`config.mk`:
```
export PLATFORM = sky130hd
export DESIGN_NAME = ulps_ctrl
export DESIGN_NICKNAME = d
export VERILOG_FILES = /design/src/shared/ulps_pkg.sv /design/src/verilog/ulps_ctrl.sv /design/src/verilog/ulps_pin_map.sv
export VERILOG_INCLUDE_DIRS = /design/src /design/src/shared
export SDC_FILE = /design/constraint.sdc
export NUM_CORES = 1
export LEC_CHECK = 0
export ABC_AREA = 1
export CELL_PAD_IN_SITES_DETAIL_PLACEMENT = 1
export CELL_PAD_IN_SITES_GLOBAL_PLACEMENT = 2
export CORE_ASPECT_RATIO = 0.5
export CORE_UTILIZATION = 25
export DETAILED_ROUTE_END_ITERATION = 10
export DONT_BUFFER_PORTS = 1
export GPL_ROUTABILITY_DRIVEN = 0
export PLACE_DENSITY = 0.55
export SKIP_LAST_GASP = 1
export SYNTH_ARGS = -nofsm -noshare
export SYNTH_HDL_FRONTEND = slang
export SYNTH_SLANG_ARGS = --single-unit
```
`constraint.sdc`:
```
create_clock -name ref_clk -period 2.1 [get_ports ref_clk]
set_input_delay 0.42 -clock ref_clk [delete_from_list [all_inputs] [get_ports ref_clk]]
set_output_delay 0.42 -clock ref_clk [all_outputs]
set_load 0.02 [all_outputs]
```
`src/shared/ulps_regs.svh`:
```
// Offsets, field positions, reset values and timing counts for the low power / serial mode block
`ifndef ULPS_REGS_SVH
`define ULPS_REGS_SVH
`define ULPS_ADDR_FUNC_CTRL      4'h0
`define ULPS_ADDR_IFC_CTRL       4'h1
`define ULPS_ADDR_INT_RISE       4'h2
`define ULPS_ADDR_INT_FALL       4'h3
`define ULPS_ADDR_STATUS         4'h4
`define ULPS_FUNC_SUSPEND_BIT    6
`define ULPS_IFC_SER6_BIT        0
`define ULPS_IFC_SER3_BIT        1
`define ULPS_IFC_KEEPCLK_BIT     3
`define ULPS_IFC_PUDIS_BIT       7
`define ULPS_FUNC_RESET          8'h41
`define ULPS_IFC_RESET           8'h00
`define ULPS_INT_RESET           8'h1f
`define ULPS_ENTRY_CYCLES        4'h5
`define ULPS_START_CYCLES        8'h10
`endif

```
`src/shared/ulps_pkg.sv`:
```
// Types for the low power / serial mode block
package ulps_pkg;
  typedef enum logic [2:0]
  {
    ULPS_SYNC     = 3'b000,
    ULPS_ENTER    = 3'b001,
    ULPS_LOWPWR   = 3'b010,
    ULPS_SERIAL   = 3'b011,
    ULPS_STARTUP  = 3'b100,
    ULPS_WAITSTOP = 3'b101
  } ulps_state_type;

  typedef enum logic [1:0]
  {
    ULPS_MAP_LOWPWR = 2'b00,
    ULPS_MAP_SER3   = 2'b01,
    ULPS_MAP_SER6   = 2'b10
  } ulps_map_type;

  typedef struct packed
  {
    logic plus_line_receive;
    logic minus_line_receive;
    logic diff_receive;
    logic bus_voltage_valid_cmp;
    logic session_valid_cmp;
    logic session_end_cmp;
    logic id_ground_cmp;
  } ulps_analog_type;

  typedef struct packed
  {
    logic       tx_enable;
    logic       tx_data;
    logic       serial_transmit_single_zero;
  } ulps_serial_tx_type;
endpackage

```
`src/verilog/ulps_ctrl.sv`:
```
// Low power entry/exit, interface protection and serial mode control
//
// Summary of operation
// RULE_01: Stop high in low power starts start-up, clock restart, then direction falls. Here the clock restarts and direction falls on the same edge.
// RULE_02: Link drops stop only after direction falls, then runs synchronous mode.
// RULE_03: Suspend control bit returns to one by itself on low power exit.
// RULE_04: Stop falling while direction still high is a false resume; re-enter low power.
// RULE_05: Bus driven by link when direction low, device when high, one-cycle turnaround.
// RULE_06: Link drives idle when direction falls, or holds stop high until ready.
// RULE_07: Link drives idle after each receive command turnaround.
// RULE_08: Link should reset with stop high and data tri-stated.
// RULE_09: Weak data pull-downs keep bus from floating; link drive still needed.
// RULE_10: Stop pull-up on at reset; disable bit 7 turns it off.
// RULE_11: Link holds stop low in low power; may disable the pull-up.
// RULE_12: Any stop high level in low power starts wake-up, pull-up included.
// RULE_13: Bus-valid and session-end comparators off only when both edge enables clear.
// RULE_14: Link clears ID-float enables before suspend, re-enables comparators after.
// RULE_15: Interface protection and stop pull-up disabled while reset pin low.
// RULE_16: Serial bit write raises direction, clock stops after five cycles, bus remaps.
// RULE_17: Link programs speed, termination, mode and pull-downs before serial entry.
// RULE_18: Clock stops in serial mode unless keep-clock bit 3 was set.
// RULE_19: Interrupt sources latched before direction rises; mismatch flags an interrupt.
// RULE_20: Stop exits serial; direction falls when ready; reset pulse also exits.
// RULE_21: Three-pin map: enable in, data and SE0 bidirectional, interrupt on line 3.
// RULE_22: Six-pin map: transmit inputs 0..2, interrupt 3, receive 4..6, line 7 low.
// RULE_23: Clearing suspend raises direction, clock low after five edges, then low power.
// RULE_24: Low power map: line state on 1:0, interrupt on 3, rest low.
// RULE_25: Both serial bits set selects six-pin format only.
//
// The plain strobed port and the address map were chosen for this implementation.
`timescale 1ns/1ps
`include "ulps_regs.svh"
module ulps_ctrl
(
  input  wire logic                      ref_clk,
  input  wire logic                      rst,
  input  wire logic [3:0]                reg_addr,
  input  wire logic [7:0]                reg_wdata,
  input  wire logic                      reg_write,
  input  wire logic                      reg_read,
  output logic      [7:0]                reg_rdata,
  input  wire logic                      stop_line,
  input  wire logic [7:0]                data_in,
  input  wire ulps_pkg::ulps_analog_type analog,
  output logic                           direction,
  output logic      [7:0]                data_out,
  output logic      [7:0]                data_oe,
  output logic                           interface_clock_enable,
  output logic                           stop_pullup_enable,
  output logic                           cmp_vbus_session_on,
  output ulps_pkg::ulps_serial_tx_type   serial_tx
);
  ulps_pkg::ulps_state_type state, next_state;
  logic [7:0] func_ctrl, next_func_ctrl;
  logic [7:0] ifc_ctrl, next_ifc_ctrl;
  logic [7:0] int_rise, next_int_rise;
  logic [7:0] int_fall, next_int_fall;
  logic [7:0] count, next_count;
  logic [3:0] latched, next_latched;
  ulps_pkg::ulps_map_type map, next_map;
  logic [7:0] next_rdata;
  logic [3:0] src;
  logic [3:0] unmasked;
  logic       irq;
  logic [7:0] pm_out;
  logic [7:0] pm_oe;
  ulps_pkg::ulps_serial_tx_type pm_tx;

  assign src = {analog.bus_voltage_valid_cmp, analog.session_valid_cmp,
                analog.session_end_cmp, analog.id_ground_cmp};

  generate
    for (genvar i = 0; i < 4; i++)
    begin : g_int
      // Level compare against the pre-entry sample, no clock needed
      assign unmasked[i] = (src[i] & ~latched[i] & int_rise[i])
                         | (~src[i] & latched[i] & int_fall[i]); // RULE_19
    end
  endgenerate
  assign irq = |unmasked;

  ulps_pin_map u_map
  (
    .map      (map),
    .line     (analog),
    .irq      (irq),
    .data_in  (data_in),
    .data_out (pm_out),
    .data_oe  (pm_oe),
    .tx       (pm_tx)
  );

  always_comb
  begin
    next_state     = state;
    next_func_ctrl = func_ctrl;
    next_ifc_ctrl  = ifc_ctrl;
    next_int_rise  = int_rise;
    next_int_fall  = int_fall;
    next_count     = count;
    next_latched   = latched;
    next_map       = map;
    next_rdata     = 8'h00;
    if (reg_read)
    begin
      case (reg_addr)
        `ULPS_ADDR_FUNC_CTRL: next_rdata = func_ctrl;
        `ULPS_ADDR_IFC_CTRL:  next_rdata = ifc_ctrl;
        `ULPS_ADDR_INT_RISE:  next_rdata = int_rise;
        `ULPS_ADDR_INT_FALL:  next_rdata = int_fall;
        `ULPS_ADDR_STATUS:    next_rdata = {5'h00, state};
        default:              next_rdata = 8'h00;
      endcase
    end
    // Writes only land in synchronous mode; every other state drops them, even entry and wait-stop where the clock runs
    if (reg_write && state == ulps_pkg::ULPS_SYNC)
    begin
      case (reg_addr)
        `ULPS_ADDR_FUNC_CTRL: next_func_ctrl = reg_wdata;
        `ULPS_ADDR_IFC_CTRL:  next_ifc_ctrl  = reg_wdata;
        `ULPS_ADDR_INT_RISE:  next_int_rise  = reg_wdata;
        `ULPS_ADDR_INT_FALL:  next_int_fall  = reg_wdata;
        default:              next_int_fall  = int_fall;
      endcase
    end
    case (state)
      ulps_pkg::ULPS_SYNC:
      begin
        next_count = 8'h00;
        if (!func_ctrl[`ULPS_FUNC_SUSPEND_BIT] ||
            ifc_ctrl[`ULPS_IFC_SER6_BIT] || ifc_ctrl[`ULPS_IFC_SER3_BIT])
        begin
          next_state   = ulps_pkg::ULPS_ENTER; // RULE_16 RULE_23
          next_latched = src; // RULE_19
        end
      end
      ulps_pkg::ULPS_ENTER:
      begin
        next_count = count + 8'h01;
        if (count == {4'h0, `ULPS_ENTRY_CYCLES} - 8'h01)
        begin
          if (!func_ctrl[`ULPS_FUNC_SUSPEND_BIT])
          begin
            next_state = ulps_pkg::ULPS_LOWPWR;
            next_map   = ulps_pkg::ULPS_MAP_LOWPWR; // RULE_24
          end
          else
          begin
            next_state = ulps_pkg::ULPS_SERIAL;
            // Six-pin wins when both bits are set
            next_map = ifc_ctrl[`ULPS_IFC_SER6_BIT] ? ulps_pkg::ULPS_MAP_SER6
                                                    : ulps_pkg::ULPS_MAP_SER3; // RULE_25 RULE_21 RULE_22
          end
        end
      end
      ulps_pkg::ULPS_LOWPWR, ulps_pkg::ULPS_SERIAL:
      begin
        next_count = 8'h00;
        if (stop_line)
          next_state = ulps_pkg::ULPS_STARTUP; // RULE_01 RULE_12 RULE_20
      end
      ulps_pkg::ULPS_STARTUP:
      begin
        next_count = count + 8'h01;
        if (!stop_line)
          next_state = ulps_pkg::ULPS_ENTER; // RULE_04
        else if (count == `ULPS_START_CYCLES)
        begin
          next_state = ulps_pkg::ULPS_WAITSTOP; // RULE_01
          next_func_ctrl[`ULPS_FUNC_SUSPEND_BIT] = 1'b1; // RULE_03
          next_ifc_ctrl[`ULPS_IFC_SER6_BIT] = 1'b0; // RULE_20
          next_ifc_ctrl[`ULPS_IFC_SER3_BIT] = 1'b0;
        end
      end
      ulps_pkg::ULPS_WAITSTOP:
      begin
        if (!stop_line)
          next_state = ulps_pkg::ULPS_SYNC; // RULE_02
      end
      default:
        next_state = ulps_pkg::ULPS_SYNC;
    endcase
  end

  always_ff @(posedge ref_clk or posedge rst)
  begin
    if (rst)
    begin
      state     <= ulps_pkg::ULPS_SYNC; // RULE_20
      func_ctrl <= `ULPS_FUNC_RESET;
      ifc_ctrl  <= `ULPS_IFC_RESET;
      int_rise  <= `ULPS_INT_RESET;
      int_fall  <= `ULPS_INT_RESET;
      count     <= 8'h00;
      latched   <= 4'h0;
      map       <= ulps_pkg::ULPS_MAP_LOWPWR;
      reg_rdata <= 8'h00;
    end
    else
    begin
      state     <= next_state;
      func_ctrl <= next_func_ctrl;
      ifc_ctrl  <= next_ifc_ctrl;
      int_rise  <= next_int_rise;
      int_fall  <= next_int_fall;
      count     <= next_count;
      latched   <= next_latched;
      map       <= next_map;
      reg_rdata <= next_rdata;
    end
  end

  // Pin side, registered; serial pins follow the remap
  logic in_mode;
  assign in_mode = (state == ulps_pkg::ULPS_LOWPWR) || (state == ulps_pkg::ULPS_SERIAL)
                || (state == ulps_pkg::ULPS_STARTUP);

  always_ff @(posedge ref_clk or posedge rst)
  begin
    if (rst)
    begin
      direction              <= 1'b0;
      data_out               <= 8'h00;
      data_oe                <= 8'h00;
      interface_clock_enable <= 1'b1;
      stop_pullup_enable     <= 1'b0; // RULE_15
      cmp_vbus_session_on    <= 1'b1;
      serial_tx              <= '0;
    end
    else
    begin
      // Direction held through entry, mode and start-up; drops a cycle before bus release
      direction <= (next_state != ulps_pkg::ULPS_SYNC) && (next_state != ulps_pkg::ULPS_WAITSTOP); // RULE_05
      data_out  <= in_mode ? pm_out : 8'h00;
      // Entry drives after the turnaround so the bus never floats under a high direction
      data_oe   <= (state == ulps_pkg::ULPS_ENTER) ? 8'hff : (in_mode ? pm_oe : 8'h00); // RULE_05 RULE_24
      // Inputs ignored outside serial: a pulled-down idle bus decodes as nothing
      serial_tx <= (state == ulps_pkg::ULPS_SERIAL) ? pm_tx : '0; // RULE_09
      // Start-up runs with the clock stopped unless serial mode kept it
      interface_clock_enable <= !((next_state == ulps_pkg::ULPS_LOWPWR) ||
                                  (((next_state == ulps_pkg::ULPS_SERIAL) ||
                                    (next_state == ulps_pkg::ULPS_STARTUP)) && // RULE_01
                                   ((next_map == ulps_pkg::ULPS_MAP_LOWPWR) ||
                                    !ifc_ctrl[`ULPS_IFC_KEEPCLK_BIT]))); // RULE_18
      stop_pullup_enable <= !ifc_ctrl[`ULPS_IFC_PUDIS_BIT]; // RULE_10
      cmp_vbus_session_on <= (int_rise[3] | int_fall[3] | int_rise[1] | int_fall[1]); // RULE_13
    end
  end

  false_resume_a: assert property (@(posedge ref_clk) disable iff (rst) // RULE_04
    (state == ulps_pkg::ULPS_STARTUP && !stop_line) |=> state == ulps_pkg::ULPS_ENTER)
    else $error("false resume not taken back to entry");
  suspend_set_a: assert property (@(posedge ref_clk) disable iff (rst) // RULE_03
    (state == ulps_pkg::ULPS_WAITSTOP) |-> func_ctrl[`ULPS_FUNC_SUSPEND_BIT])
    else $error("suspend bit not restored");
  entry_len_a: assert property (@(posedge ref_clk) disable iff (rst) // RULE_16
    (state == ulps_pkg::ULPS_SYNC ##1 state == ulps_pkg::ULPS_ENTER) |-> state == ulps_pkg::ULPS_ENTER [*5])
    else $error("clock stopped before five cycles");
  stop_wake_a: assert property (@(posedge ref_clk) disable iff (rst) // RULE_12
    (state == ulps_pkg::ULPS_LOWPWR && stop_line) |=> state == ulps_pkg::ULPS_STARTUP)
    else $error("stop high did not wake");
  dir_hold_a: assert property (@(posedge ref_clk) disable iff (rst) // RULE_23
    (state == ulps_pkg::ULPS_ENTER) |=> direction)
    else $error("direction low during entry");
  both_bits_a: assert property (@(posedge ref_clk) disable iff (rst) // RULE_25
    (state == ulps_pkg::ULPS_SERIAL && ifc_ctrl[`ULPS_IFC_SER6_BIT]) |-> map == ulps_pkg::ULPS_MAP_SER6)
    else $error("mixed serial format");
  clk_off_a: assert property (@(posedge ref_clk) disable iff (rst) // RULE_18
    (state == ulps_pkg::ULPS_LOWPWR) |-> !interface_clock_enable)
    else $error("clock running in low power");
  pullup_off_a: assert property (@(posedge ref_clk) disable iff (rst) // RULE_10
    $rose(ifc_ctrl[`ULPS_IFC_PUDIS_BIT]) |=> !stop_pullup_enable)
    else $error("pull-up not disabled");
  cmp_off_a: assert property (@(posedge ref_clk) disable iff (rst) // RULE_13
    (!int_rise[3] && !int_fall[3] && !int_rise[1] && !int_fall[1]) |=> !cmp_vbus_session_on)
    else $error("comparators left on");
  startup_clk_a: assert property (@(posedge ref_clk) disable iff (rst) // RULE_01
    (state == ulps_pkg::ULPS_STARTUP && map == ulps_pkg::ULPS_MAP_LOWPWR) |-> !interface_clock_enable)
    else $error("clock restarted before start-up finished");
  dir_release_a: assert property (@(posedge ref_clk) disable iff (rst) // RULE_01
    (state == ulps_pkg::ULPS_WAITSTOP) |-> (!direction && interface_clock_enable))
    else $error("direction high or clock stopped after start-up");
  turnaround_a: assert property (@(posedge ref_clk) disable iff (rst) // RULE_05
    $rose(direction) |-> (data_oe == 8'h00) ##1 (data_oe == 8'hff))
    else $error("bus turnaround after direction rise wrong");
  serial_clear_a: assert property (@(posedge ref_clk) disable iff (rst) // RULE_20
    (state == ulps_pkg::ULPS_WAITSTOP) |-> (!ifc_ctrl[`ULPS_IFC_SER6_BIT] && !ifc_ctrl[`ULPS_IFC_SER3_BIT]))
    else $error("serial mode bits left set after exit");
  serial_wake_a: assert property (@(posedge ref_clk) disable iff (rst) // RULE_20
    (state == ulps_pkg::ULPS_SERIAL && stop_line) |=> state == ulps_pkg::ULPS_STARTUP)
    else $error("stop high did not leave serial mode");
  lowpwr_map_a: assert property (@(posedge ref_clk) disable iff (rst) // RULE_24
    (state == ulps_pkg::ULPS_LOWPWR ##1 state == ulps_pkg::ULPS_LOWPWR) |->
      (data_oe == 8'hff && data_out[7:4] == 4'h0 && !data_out[2]))
    else $error("low power bus map wrong");
  latch_src_a: assert property (@(posedge ref_clk) disable iff (rst) // RULE_19
    (state == ulps_pkg::ULPS_SYNC ##1 state == ulps_pkg::ULPS_ENTER) |-> latched == $past(src))
    else $error("interrupt sources not latched at entry");
  serial_idle_a: assert property (@(posedge ref_clk) disable iff (rst) // RULE_09
    (state != ulps_pkg::ULPS_SERIAL) |=> (serial_tx == '0))
    else $error("serial inputs passed outside serial mode");
  cov_lp_c: cover property (@(posedge ref_clk) state == ulps_pkg::ULPS_LOWPWR ##[1:50] state == ulps_pkg::ULPS_SYNC);
  cov_s3_c: cover property (@(posedge ref_clk) map == ulps_pkg::ULPS_MAP_SER3 && state == ulps_pkg::ULPS_SERIAL);
  cov_s6_c: cover property (@(posedge ref_clk) map == ulps_pkg::ULPS_MAP_SER6 && state == ulps_pkg::ULPS_SERIAL);
  cov_fr_c: cover property (@(posedge ref_clk) state == ulps_pkg::ULPS_STARTUP && !stop_line);
  cov_keep_c: cover property (@(posedge ref_clk) state == ulps_pkg::ULPS_SERIAL && interface_clock_enable);
endmodule

```
`src/verilog/ulps_pin_map.sv`:
```
// Data bus remapping for low power and serial modes
`timescale 1ns/1ps
module ulps_pin_map
(
  input  wire ulps_pkg::ulps_map_type    map,
  input  wire ulps_pkg::ulps_analog_type line,
  input  wire logic                      irq,
  input  wire logic [7:0]                data_in,
  output logic [7:0]                     data_out,
  output logic [7:0]                     data_oe,
  output ulps_pkg::ulps_serial_tx_type   tx
);
  always_comb
  begin
    data_out = 8'h00;
    data_oe  = 8'hff;
    tx       = '0;
    data_out[3] = irq;
    case (map)
      ulps_pkg::ULPS_MAP_SER3:
      begin
        // Lines 1 and 2 turn around with tx enable
        tx.tx_enable = data_in[0];
        data_oe[0]   = 1'b0;
        if (data_in[0])
        begin
          data_oe[2:1]                   = 2'b00;
          tx.tx_data                     = data_in[1];
          tx.serial_transmit_single_zero = data_in[2];
        end
        else
        begin
          data_out[1] = line.diff_receive;
          data_out[2] = ~(line.plus_line_receive | line.minus_line_receive);
        end
      end
      ulps_pkg::ULPS_MAP_SER6:
      begin
        data_oe[2:0]                   = 3'b000;
        tx.tx_enable                   = data_in[0];
        tx.tx_data                     = data_in[1];
        tx.serial_transmit_single_zero = data_in[2];
        data_out[4] = line.plus_line_receive;
        data_out[5] = line.minus_line_receive;
        data_out[6] = line.diff_receive;
      end
      default:
      begin
        data_out[0] = line.plus_line_receive;
        data_out[1] = line.minus_line_receive;
      end
    endcase
  end
endmodule

```
==> reports/qor.csv, run 1 <==
stage,metric,value,unit
logic_synthesis,synth_cell_types,34,
die,ios,63,
route,via_per_inst,4.58,
job,cap_violations,0,
logic_synthesis,syn_avg_cell_area,8.68,um^2
cts,cts_buffer_depth,2,
global_route,grt_max_degree,28,
sta,setup_violations,0,
layout,area_growth,14.9,%
die,core_area,13100,um^2
worst_setup_path,worst_r2r_endpoint,interface_clock_enable,
placement,dpl.hpwl,6840,um
global_route,globalRouteTotalUtil,14.3,%
sta,worstMarginPinSlew,0.667,ns
route,wl_per_cell,16.0,um
worst_setup_path,reg2reg_depth,10,
pwr,power_density,1370,nW/um^2
worst_setup_path,crit_arrival,1.95,ns
die,num_rows,29,
cts,root_buffer,clkbuf_16,
route,initialDrtViolationCount,71,
sta,fin_crit_sh,79.7,%
placement,port_buffers,0,
layout,drive_above_1_share,15.1,%
sta,finalHoldViolations,0,
worst_setup_path,start_kind,flip-flop,
route,routed-via-count,2656,
global_route,grt_pass1_wl,15500,um
global_route,grt_pass1_vias,2883,
worst_setup_path,cp-end-kind,flip-flop,
sta,clock-skew-final,0.00554,ns
cts,clk_latency,0.34,ns
sta,final-max-slew-violation-count,0,
layout,stdcell_area,3970,um^2
global_route,antenna_found_initial,0,
logic_synthesis,yosysTopAreaCell,dfrtp_1,
logic_synthesis,synthTopCellsByCount,"78 x nand2_1, 60 x dfrtp_1, 56 x inv_1",
cts,ctsResizeCount,0,
worst_setup_path,worst-setup-path-type,reg -> reg,
min_path,hp-class,in -> async,
cts,cts_tree,built,
logic_synthesis,ys_ff_latch,74,
cts,holdBufCountCts,0,
sta,max_slew_margin,55.5,%
logic_synthesis,synth.area.top_cells,"dfrtp_1 43%, dfstp_2 11%, nand2_1 8.5%",
global_route,grt_overflow,0,
die,initial_utilization,26.5,%
cts,cts_made_buffers,9,
pwr,leakage,1.90,nW
worst_setup_path,cp_max_fo,4,
cts,path_clk_slew,0.06,ns
logic_synthesis,synth.cell_area,3460,um^2
cts,cts_sinks,74,
route,ant_nets,0,
logic_synthesis,ys_warn_count,0,
logic_synthesis,synth_edf_count,0,
logic_synthesis,synthArstFlopShare,100,%
die,fp.dieH,85.1,um
die,die_width,168,um
cts,htreeDepth,3,
logic_synthesis,yosysSeqAreaShare,54.1,%
logic_synthesis,yosysMostFrequentCell,nand2_1,
worst_setup_path,cp-endpoint,interface_clock_enable,
worst_setup_path,cp.required,2.38,ns
sta,grt_setup_unrepaired,no,
sta,setup_tns,0,ns
worst_setup_path,rr_startpoint,count[0],
layout,diodes,0,
logic_synthesis,synth_top_area_share,43.4,%
route,wl,9270,um
pwr,peakVddDrop,0.374,mV
worst_setup_path,cp-startpoint,count[0],
worst_setup_path,reg2reg_slack,0.43,ns
route,drc_errors,0,
logic_synthesis,synth_ff_type,dfrtp_1,
cts,cts_setup_buffers,0,
logic_synthesis,synth_nets,434,
die,dieArea,14300,um^2
layout,nNetsFinal,441,
sta,max_freq,0.597,GHz
sta,min_period,1.67,ns
logic_synthesis,synth_cells,398,
outcome,status,completed,
sta,fin_hold_ws,0.0511,ns
placement,placed_area,3660,um^2
route,dr.pass1.iters,4,
-- placed cells by master (no fill, tap or decap), drive strengths merged --
master	instances
nand3	16
ha	4
clkinvlp	2
nand2	83
nor2	50
o21ai	44
o31ai	5
and3	1
inv	64
a211oi	2
bufinv	2
dfstp	14
or2	1
clkbuf	10
a21oi	9
o21bai	2
buf	5
o22ai	12
xor2	2
o211ai	1
dfrtp	60
nor3	9
nand4	5
conb	1
nor4	2
clkinv	4
-- cells by family (layout without fill, tap and decap cells) --
logic type               count (synthesis)  count (layout)  share of synthesized area, %
XOR/XNOR                                 2               2                         0.507
other                                    1               1                         0.109
flip-flops                              74              74                          54.1
AO/OA/AOI/OAI                           75              75                          12.1
buffers and inverters                   75              87                          9.41
adder cells (fa/ha/maj)                  4               4                          1.45
AND/OR/NAND/NOR                        167             167                          22.3
-- flip-flops by register name (all words and copies together) (netlist names), 4 cells and up --
| name | flops |
|---|---|
| count | 8 |
| data_out | 7 |
| func_ctrl | 8 |
| ifc_ctrl | 8 |
| int_fall | 8 |
| int_rise | 8 |
| latched | 4 |
| reg_rdata | 8 |
-- through the flow --
| stage | worst slack (ns) | power, W | utilization (%) | instances |
|---|---|---|---|---|
| 2_1_floorplan | 0.731 | 0.00345 | - | 398 |
| 3_3_place_gp | 0.467 | 0.00378 | 28.0 | 564 |
| 3_5_place_dp | 0.428 | 0.00386 | 28.0 | 564 |
| 4_1_cts | 0.416 | 0.00554 | 30.4 | 580 |
| 5_1_grt | 0.203 | 0.00586 | 30.4 | 580 |
| 6_report | 0.426 | 0.00543 | 30.4 | 580 |
-- report_power, final --
| group | leakage [nW] | switching (W) | total, W | internal [W] |
|---|---|---|---|---|
| sequential | 0.886 | 0.000342 | 0.00231 | 0.00197 |
| clock | 0.152 | 0.000598 | 0.00163 | 0.00103 |
| combinational | 0.862 | 0.00101 | 0.00148 | 0.000467 |
| total | 1.90 | 0.00195 | 0.00543 | 0.00347 |
-- worst max-delay path, stage by stage (launching register included) --
cell and delay (ns):
dfrtp_1 0.39, inv_1 0.11, ha_1 0.18, nand3_1 0.08, nor2_1 0.25, nand2_1 0.16, nand2_1 0.08, nand2_1 0.06
a21oi_1 0.16, nand2_1 0.06, nand2_1 0.06
-- area by class of cell --
type,count,area [um^2]
tap,170,213
multi-input combinational,249,1260
fill,1552,9090
clock inverter,6,82.6
sequential,74,1870
timing repair buffer,5,62.6
clock buffer,10,229
inverter,66,254
-- worst min path at each step --
stage / start / endpoint / slack [ns] / depth (start not counted)
finish: rst / latched[2] / 0.05 / 1
global route: rst / latched[2] / 0.08 / 1
CTS: rst / func_ctrl[7] / 0.05 / 1
detailed placement: rst / latched[2] / 0.42 / 1
global placement: rst / latched[2] / 0.41 / 1
floorplan: ifc_ctrl[7] / stop_pullup_enable / 0.39 / 1
-- layer usage --
layer  wire, um  global-route usage (%)  up-vias
met2       4260                    23.4       44
li1           -                       -     1288
met1       4430                    17.9     1315
met4        105                    3.97        0
met5          0                       0        -
met3        471                    5.13        9
Note: power is estimated with default switching activity, not from simulation.
==> run 2: changes to the inputs <==
==> constraint.sdc (replaced) <==
create_clock -name ref_clk -period 1.5 [get_ports ref_clk]
set_input_delay 0.3 -clock ref_clk [delete_from_list [all_inputs] [get_ports ref_clk]]
set_output_delay 0.3 -clock ref_clk [all_outputs]
set_load 0.02 [all_outputs]
==> reports/qor.csv, run 2 (synthesis results as in run 1) <==
stage,metric,value,unit
sta,grt_setup_unrepaired,yes,
layout,drive_above_1_share,23.4,%
cts,cts_sinks,74,
pwr,switching_share,36.2,%
die,core_area,13100,um^2
route,initialDrtViolationCount,68,
route,wl,9760,um
worst_setup_path,cp_max_fo,4,
placement,place_ws,-0.0820,ns
die,ios,63,
cts,root_buffer,clkbuf_16,
cts,cts_buffer_depth,2,
global_route,grt_pass1_wl,15800,um
layout,multi_input_area,1340,um^2
die,initial_utilization,26.5,%
pwr,internal-power,0.00504,W
sta,fin_hold_ws,0.0633,ns
placement,port_buffers,0,
sta,fin_ws,0.0491,ns
worst_setup_path,crit_arrival,1.73,ns
pwr,power_density,1850,nW/um^2
sta,finalHoldViolations,0,
route,dr.pass1.iters,4,
die,dieArea,14300,um^2
global_route,grt_max_degree,55,
worst_setup_path,cp.required,1.78,ns
pwr,peakVddDrop,0.514,mV
die,die_width,168,um
route,wl_per_cell,16.0,um
pwr,clockPowerShare,27.6,%
sta,clock-skew-final,0.00764,ns
layout,mostFrequentLayoutCells,"77 x nand2_1, 59 x dfrtp_1, 55 x inv_1",
job,cap_violations,0,
sta,final-max-slew-violation-count,0,
pwr,seqPwrFrac,40.7,%
global_route,globalRouteTotalUtil,14.5,%
cts,path_clk_slew,0.06,ns
global_route,grt_pass1_vias,3007,
route,drc_errors,0,
pwr,combPwrFrac,31.6,%
global_route,grt_overflow,0,
global_route,antenna_found_initial,0,
cts,cts_tree,built,
route,routed-via-count,2763,
worst_setup_path,worst-setup-path-type,reg -> reg,
sta,setup_violations,0,
placement,dpl.hpwl,6970,um
placement,dp.cells,584,
pwr,total_power,0.00789,W
die,fp.dieH,85.1,um
pwr,power.switching,0.00286,W
layout,diodes,0,
layout,nNetsFinal,472,
route,via_per_inst,4.52,
layout,fillers,1539,
sta,fin_crit_sh,96.7,%
layout,mostFrequentLayoutCell,nand2_1,
layout,area_growth,23.6,%
pwr,leakage,2.04,nW
outcome,status,completed,
layout,finalNonFillerCells,611,
cts,clk_latency,0.33,ns
worst_setup_path,cp-end-kind,flip-flop,
die,num_rows,29,
layout,final_util,32.7,%
sta,max_freq,0.689,GHz
route,ant_nets,0,
cts,cts_made_buffers,9,
worst_setup_path,reg2reg_slack,0.05,ns
sta,min_period,1.45,ns
worst_setup_path,start_kind,flip-flop,
cts,htreeDepth,3,
layout,seq_area,1870,um^2
min_path,hp-class,in -> reg,
## run 2: cell count changes in the layout (fill, tap and decap cells not counted), moves of 2 or more
cell	before	now
buf_4	3	31
nor2_4	1	6
nor2_1	42	38
inv_2	8	6
inv_4	1	3
## run 2: worst paths after layout
check / startpoint / to / cells past startpoint
setup / recovery: count[0] / interface_clock_enable / 10
hold / removal: reg_wdata[4] / int_fall[4] / 2
setup reg to reg: count[0] / interface_clock_enable / 10
hold reg to reg: ifc_ctrl[7] / stop_pullup_enable / 1
max in group asynchronous: rst / interface_clock_enable / 3
min in group asynchronous: rst / data_out[3] / 3
## run 2: repair_timing
item                       CTS  global route
setup buffers                0             8
hold buffers                 1             0
resized for setup            3            16
gates cloned                 0             2
pin swaps                    0            10
setup endpoints to repair    9            41
hold endpoints to repair    60             0
## run 2: layout make-up
class | count | area share [%]
clock buffer | 11 | 5.68
clock inverter | 5 | 1.29
inverter | 66 | 6.39
multi-input combinational | 251 | 31.3
sequential | 74 | 43.8
tap | 170 | 4.98
timing repair buffer | 34 | 6.62
## run 2: routing by layer
layer | global-route usage (%) | vias up | share of wire [%]
li1 | - | 1354 | -
met1 | 17.8 | 1360 | 46
met2 | 25.0 | 42 | 49
met3 | 4.76 | 7 | 4.1
met4 | 3.06 | 0 | 0.78
met5 | 0 | - | 0
## run 2: power groups by stage
stage	combinational [W]	sequential (W)	clock, W
finish	0.00250	0.00321	0.00218
global route	0.00286	0.00330	0.00236
CTS	0.00237	0.00322	0.00226
detailed placement	0.00234	0.00324	0
global placement	0.00226	0.00322	0
floorplan	0.00165	0.00318	0
## run 2: worst max-delay path, stage by stage (launching register included)
cell     delay [ns]
dfrtp_1        0.38
inv_1          0.09
ha_2           0.20
nand3_2        0.10
nor2_4         0.14
nand2_1        0.11
nand2_1        0.07
nand2_1        0.06
a21oi_1        0.14
nand2_1        0.06
nand2_1        0.05
## run 2: stage by stage
stage / cell area, um^2 / TNS [ns]
after detailed placement: 3810 / -0.208
final: 4270 / 0
after global routing: 4270 / -0.309
after CTS: 4130 / 0
after global placement: 3810 / -0.0683
after floorplan: 3460 / 0
==> run 3: changes to the inputs <==
--- a/config.mk
+++ b/config.mk
@@ -6,15 +6,15 @@
 export SDC_FILE = /design/constraint.sdc
 export NUM_CORES = 1
 export LEC_CHECK = 0
-export ABC_AREA = 1
 export CELL_PAD_IN_SITES_DETAIL_PLACEMENT = 1
 export CELL_PAD_IN_SITES_GLOBAL_PLACEMENT = 2
 export CORE_ASPECT_RATIO = 0.5
+export CORE_MARGIN = 5
 export CORE_UTILIZATION = 25
 export DETAILED_ROUTE_END_ITERATION = 10
 export DONT_BUFFER_PORTS = 1
 export GPL_ROUTABILITY_DRIVEN = 0
-export PLACE_DENSITY = 0.55
+export PLACE_DENSITY = 0.51
 export SKIP_LAST_GASP = 1
 export SYNTH_ARGS = -nofsm -noshare
 export SYNTH_HDL_FRONTEND = slang
==> reports/qor.csv, run 3 <==
stage,metric,value,unit
outcome,status,"finished, violations left",
outcome,violations,negative setup slack,
sta,fin_crit_sh,133,%
layout,mostFrequentLayoutCells,"60 x dfrtp_1, 46 x buf_4, 33 x mux2_2",
layout,fillers,1463,
route,wl,10400,um
die,die_width,177,um
die,initial_utilization,25.6,%
global_route,globalRouteTotalUtil,13.2,%
die,dieArea,16500,um^2
worst_setup_path,cpLargestDelayFamily,compound AO/OA/AOI/OAI gates,
die,fp.dieH,93.3,um
worst_setup_path,start_kind,flip-flop,
worst_setup_path,crit_arrival,2.21,ns
sta,fin_ws,-0.491,ns
pwr,total_power,0.00916,W
worst_setup_path,slowest_stage,or3b_4,
pwr,leakage,1.98,nW
logic_synthesis,ys_ff_latch,74,
worst_setup_path,cp-end-kind,flip-flop,
min_path,hp-class,in -> reg,
placement,port_buffers,0,
route,drc_errors,0,
sta,grt_setup_unrepaired,yes,
sta,final-max-slew-violation-count,0,
cts,clk_latency,0.34,ns
layout,area_growth,37.4,%
placement,placed_area,4040,um^2
cts,cts_made_buffers,9,
worst_setup_path,max_stage_delay,0.41,ns
logic_synthesis,synth_cells,292,
worst_setup_path,cp.required,1.72,ns
sta,min_period,1.99,ns
worst_setup_path,crit_chain,inv_1 > ha_1 > or3b_4 > o311a_4 > a2111oi_4 > mux2_4,
logic_synthesis,synth_nets,328,
logic_synthesis,synth_top_area_share,43.3,%
layout,drive_above_1_share,47.3,%
sta,fin_hold_ws,0.0252,ns
global_route,grt_pass1_vias,2904,
pwr,peakVddDrop,0.638,mV
sta,max_freq,0.502,GHz
global_route,grt_overflow,0,
worst_setup_path,cp_max_fo,4,
cts,path_clk_slew,0.06,ns
pwr,power_density,1920,nW/um^2
logic_synthesis,yosysTopAreaCell,dfrtp_1,
worst_setup_path,worst-setup-path-type,reg -> reg,
sta,clock-skew-final,0.0107,ns
layout,nNetsFinal,388,
route,wl_per_cell,18.9,um
logic_synthesis,yosysMostFrequentCell,dfrtp_1,
logic_synthesis,synth_cell_types,56,
route,initialDrtViolationCount,126,
sta,finalHoldViolations,0,
sta,worstMarginPinSlew,0.583,ns
global_route,grt_max_degree,29,
route,ant_nets,0,
layout,finalNonFillerCells,549,
job,cap_violations,0,
route,via_per_inst,4.74,
layout,diodes,0,
layout,mostFrequentLayoutCell,dfrtp_1,
logic_synthesis,synth.area.top_cells,"dfrtp_1 43%, mux2_2 11%, dfstp_2 11%",
layout,final_util,35.2,%
logic_synthesis,synthArstFlopShare,100,%
logic_synthesis,synth.cell_area,3470,um^2
sta,setup_violations,46,
die,ios,63,
global_route,antenna_found_initial,0,
logic_synthesis,synth_ff_type,dfrtp_1,
logic_synthesis,yosysSeqAreaShare,53.9,%
route,routed-via-count,2603,
route,dr.pass1.iters,4,
cts,htreeDepth,3,
die,num_rows,30,
cts,cts_sinks,74,
logic_synthesis,synth_edf_count,0,
logic_synthesis,ys_warn_count,0,
cts,cts_tree,built,
layout,stdcell_area,4770,um^2
sta,max_slew_margin,61.0,%
placement,dp.cells,519,
global_route,grt_pass1_wl,16800,um
cts,cts_buffer_depth,2,
worst_setup_path,path_buf_inv,1,
die,core_area,13600,um^2
logic_synthesis,synthTopCellsByCount,"60 x dfrtp_1, 33 x mux2_2, 24 x nand2_1",
logic_synthesis,syn_avg_cell_area,11.9,um^2
placement,dpl.hpwl,7240,um
cts,root_buffer,clkbuf_16,
-- run 3: through the flow --
stage	TNS (ns)	setup slack [ns]
final	-7.09	-0.491
after global routing	-10.57	-0.545
after CTS	-6.91	-0.490
after detailed placement	-9.64	-0.498
after global placement	-9.35	-0.473
after floorplan	-2.68	-0.497
-- run 3: area by class of cell --
| type | count | area, um^2 | area share (%) |
|---|---|---|---|
| repair buffers | 64 | 594 | 12.5 |
| clock buffers | 10 | 229 | 4.80 |
| well taps | 192 | 240 | 5.04 |
| flip-flops and latches | 74 | 1870 | 39.2 |
| clock inverters | 6 | 90.1 | 1.89 |
| inverters | 10 | 41.3 | 0.866 |
| multi-input cells | 193 | 1700 | 35.7 |
-- run 3: repair_timing --
item                       4_1_cts  5_1_grt
buffers inserted                13        1
hold endpoints to repair        16        0
setup endpoints to repair       55       57
hold buffers                     1        0
pin swaps                       14        2
gates resized for setup         52        8
-- run 3: routing by layer --
metal	vias to the layer above	part of all wire [%]	track usage (%)
li1	1187	-	-
met1	1350	45	16.4
met4	0	1.3	3.86
met3	11	5.4	4.20
met5	-	0	0
met2	55	48	22.2
-- run 3: path summary, 6_finish.rpt --
check / from / endpoint / slack [ns] / cells after the start
hold reg to reg: ifc_ctrl[7] / stop_pullup_enable / 0.47 / 1
setup reg to reg: count[0] / direction / -0.49 / 6
hold / removal: analog[6] / data_out[2] / 0.03 / 1
min in group asynchronous: rst / reg_rdata[6] / 0.47 / 2
max in group asynchronous: rst / interface_clock_enable / 0.45 / 3
setup / recovery: count[0] / direction / -0.49 / 6
-- run 3: logic make-up (layout without fill, tap and decap cells) --
kind of cell             Yosys count  in the layout  share of synthesized area, %
AND/OR/NAND/NOR                   87             87                          14.8
flip-flops                        74             74                          53.9
AO/OA/AOI/OAI                     59             59                          12.0
multiplexers                      36             36                          11.7
buffers and inverters             25             90                          4.51
XOR/XNOR                           6              6                          1.52
adder cells (fa/ha/maj)            4              4                          1.44
other                              1              1                         0.108
-- run 3: report_power, final --
part	internal [W]	switching [W]
Clock	0.00146	0.000883
Sequential	0.00276	0.000546
Combinational	0.00185	0.00165
Total	0.00608	0.00308
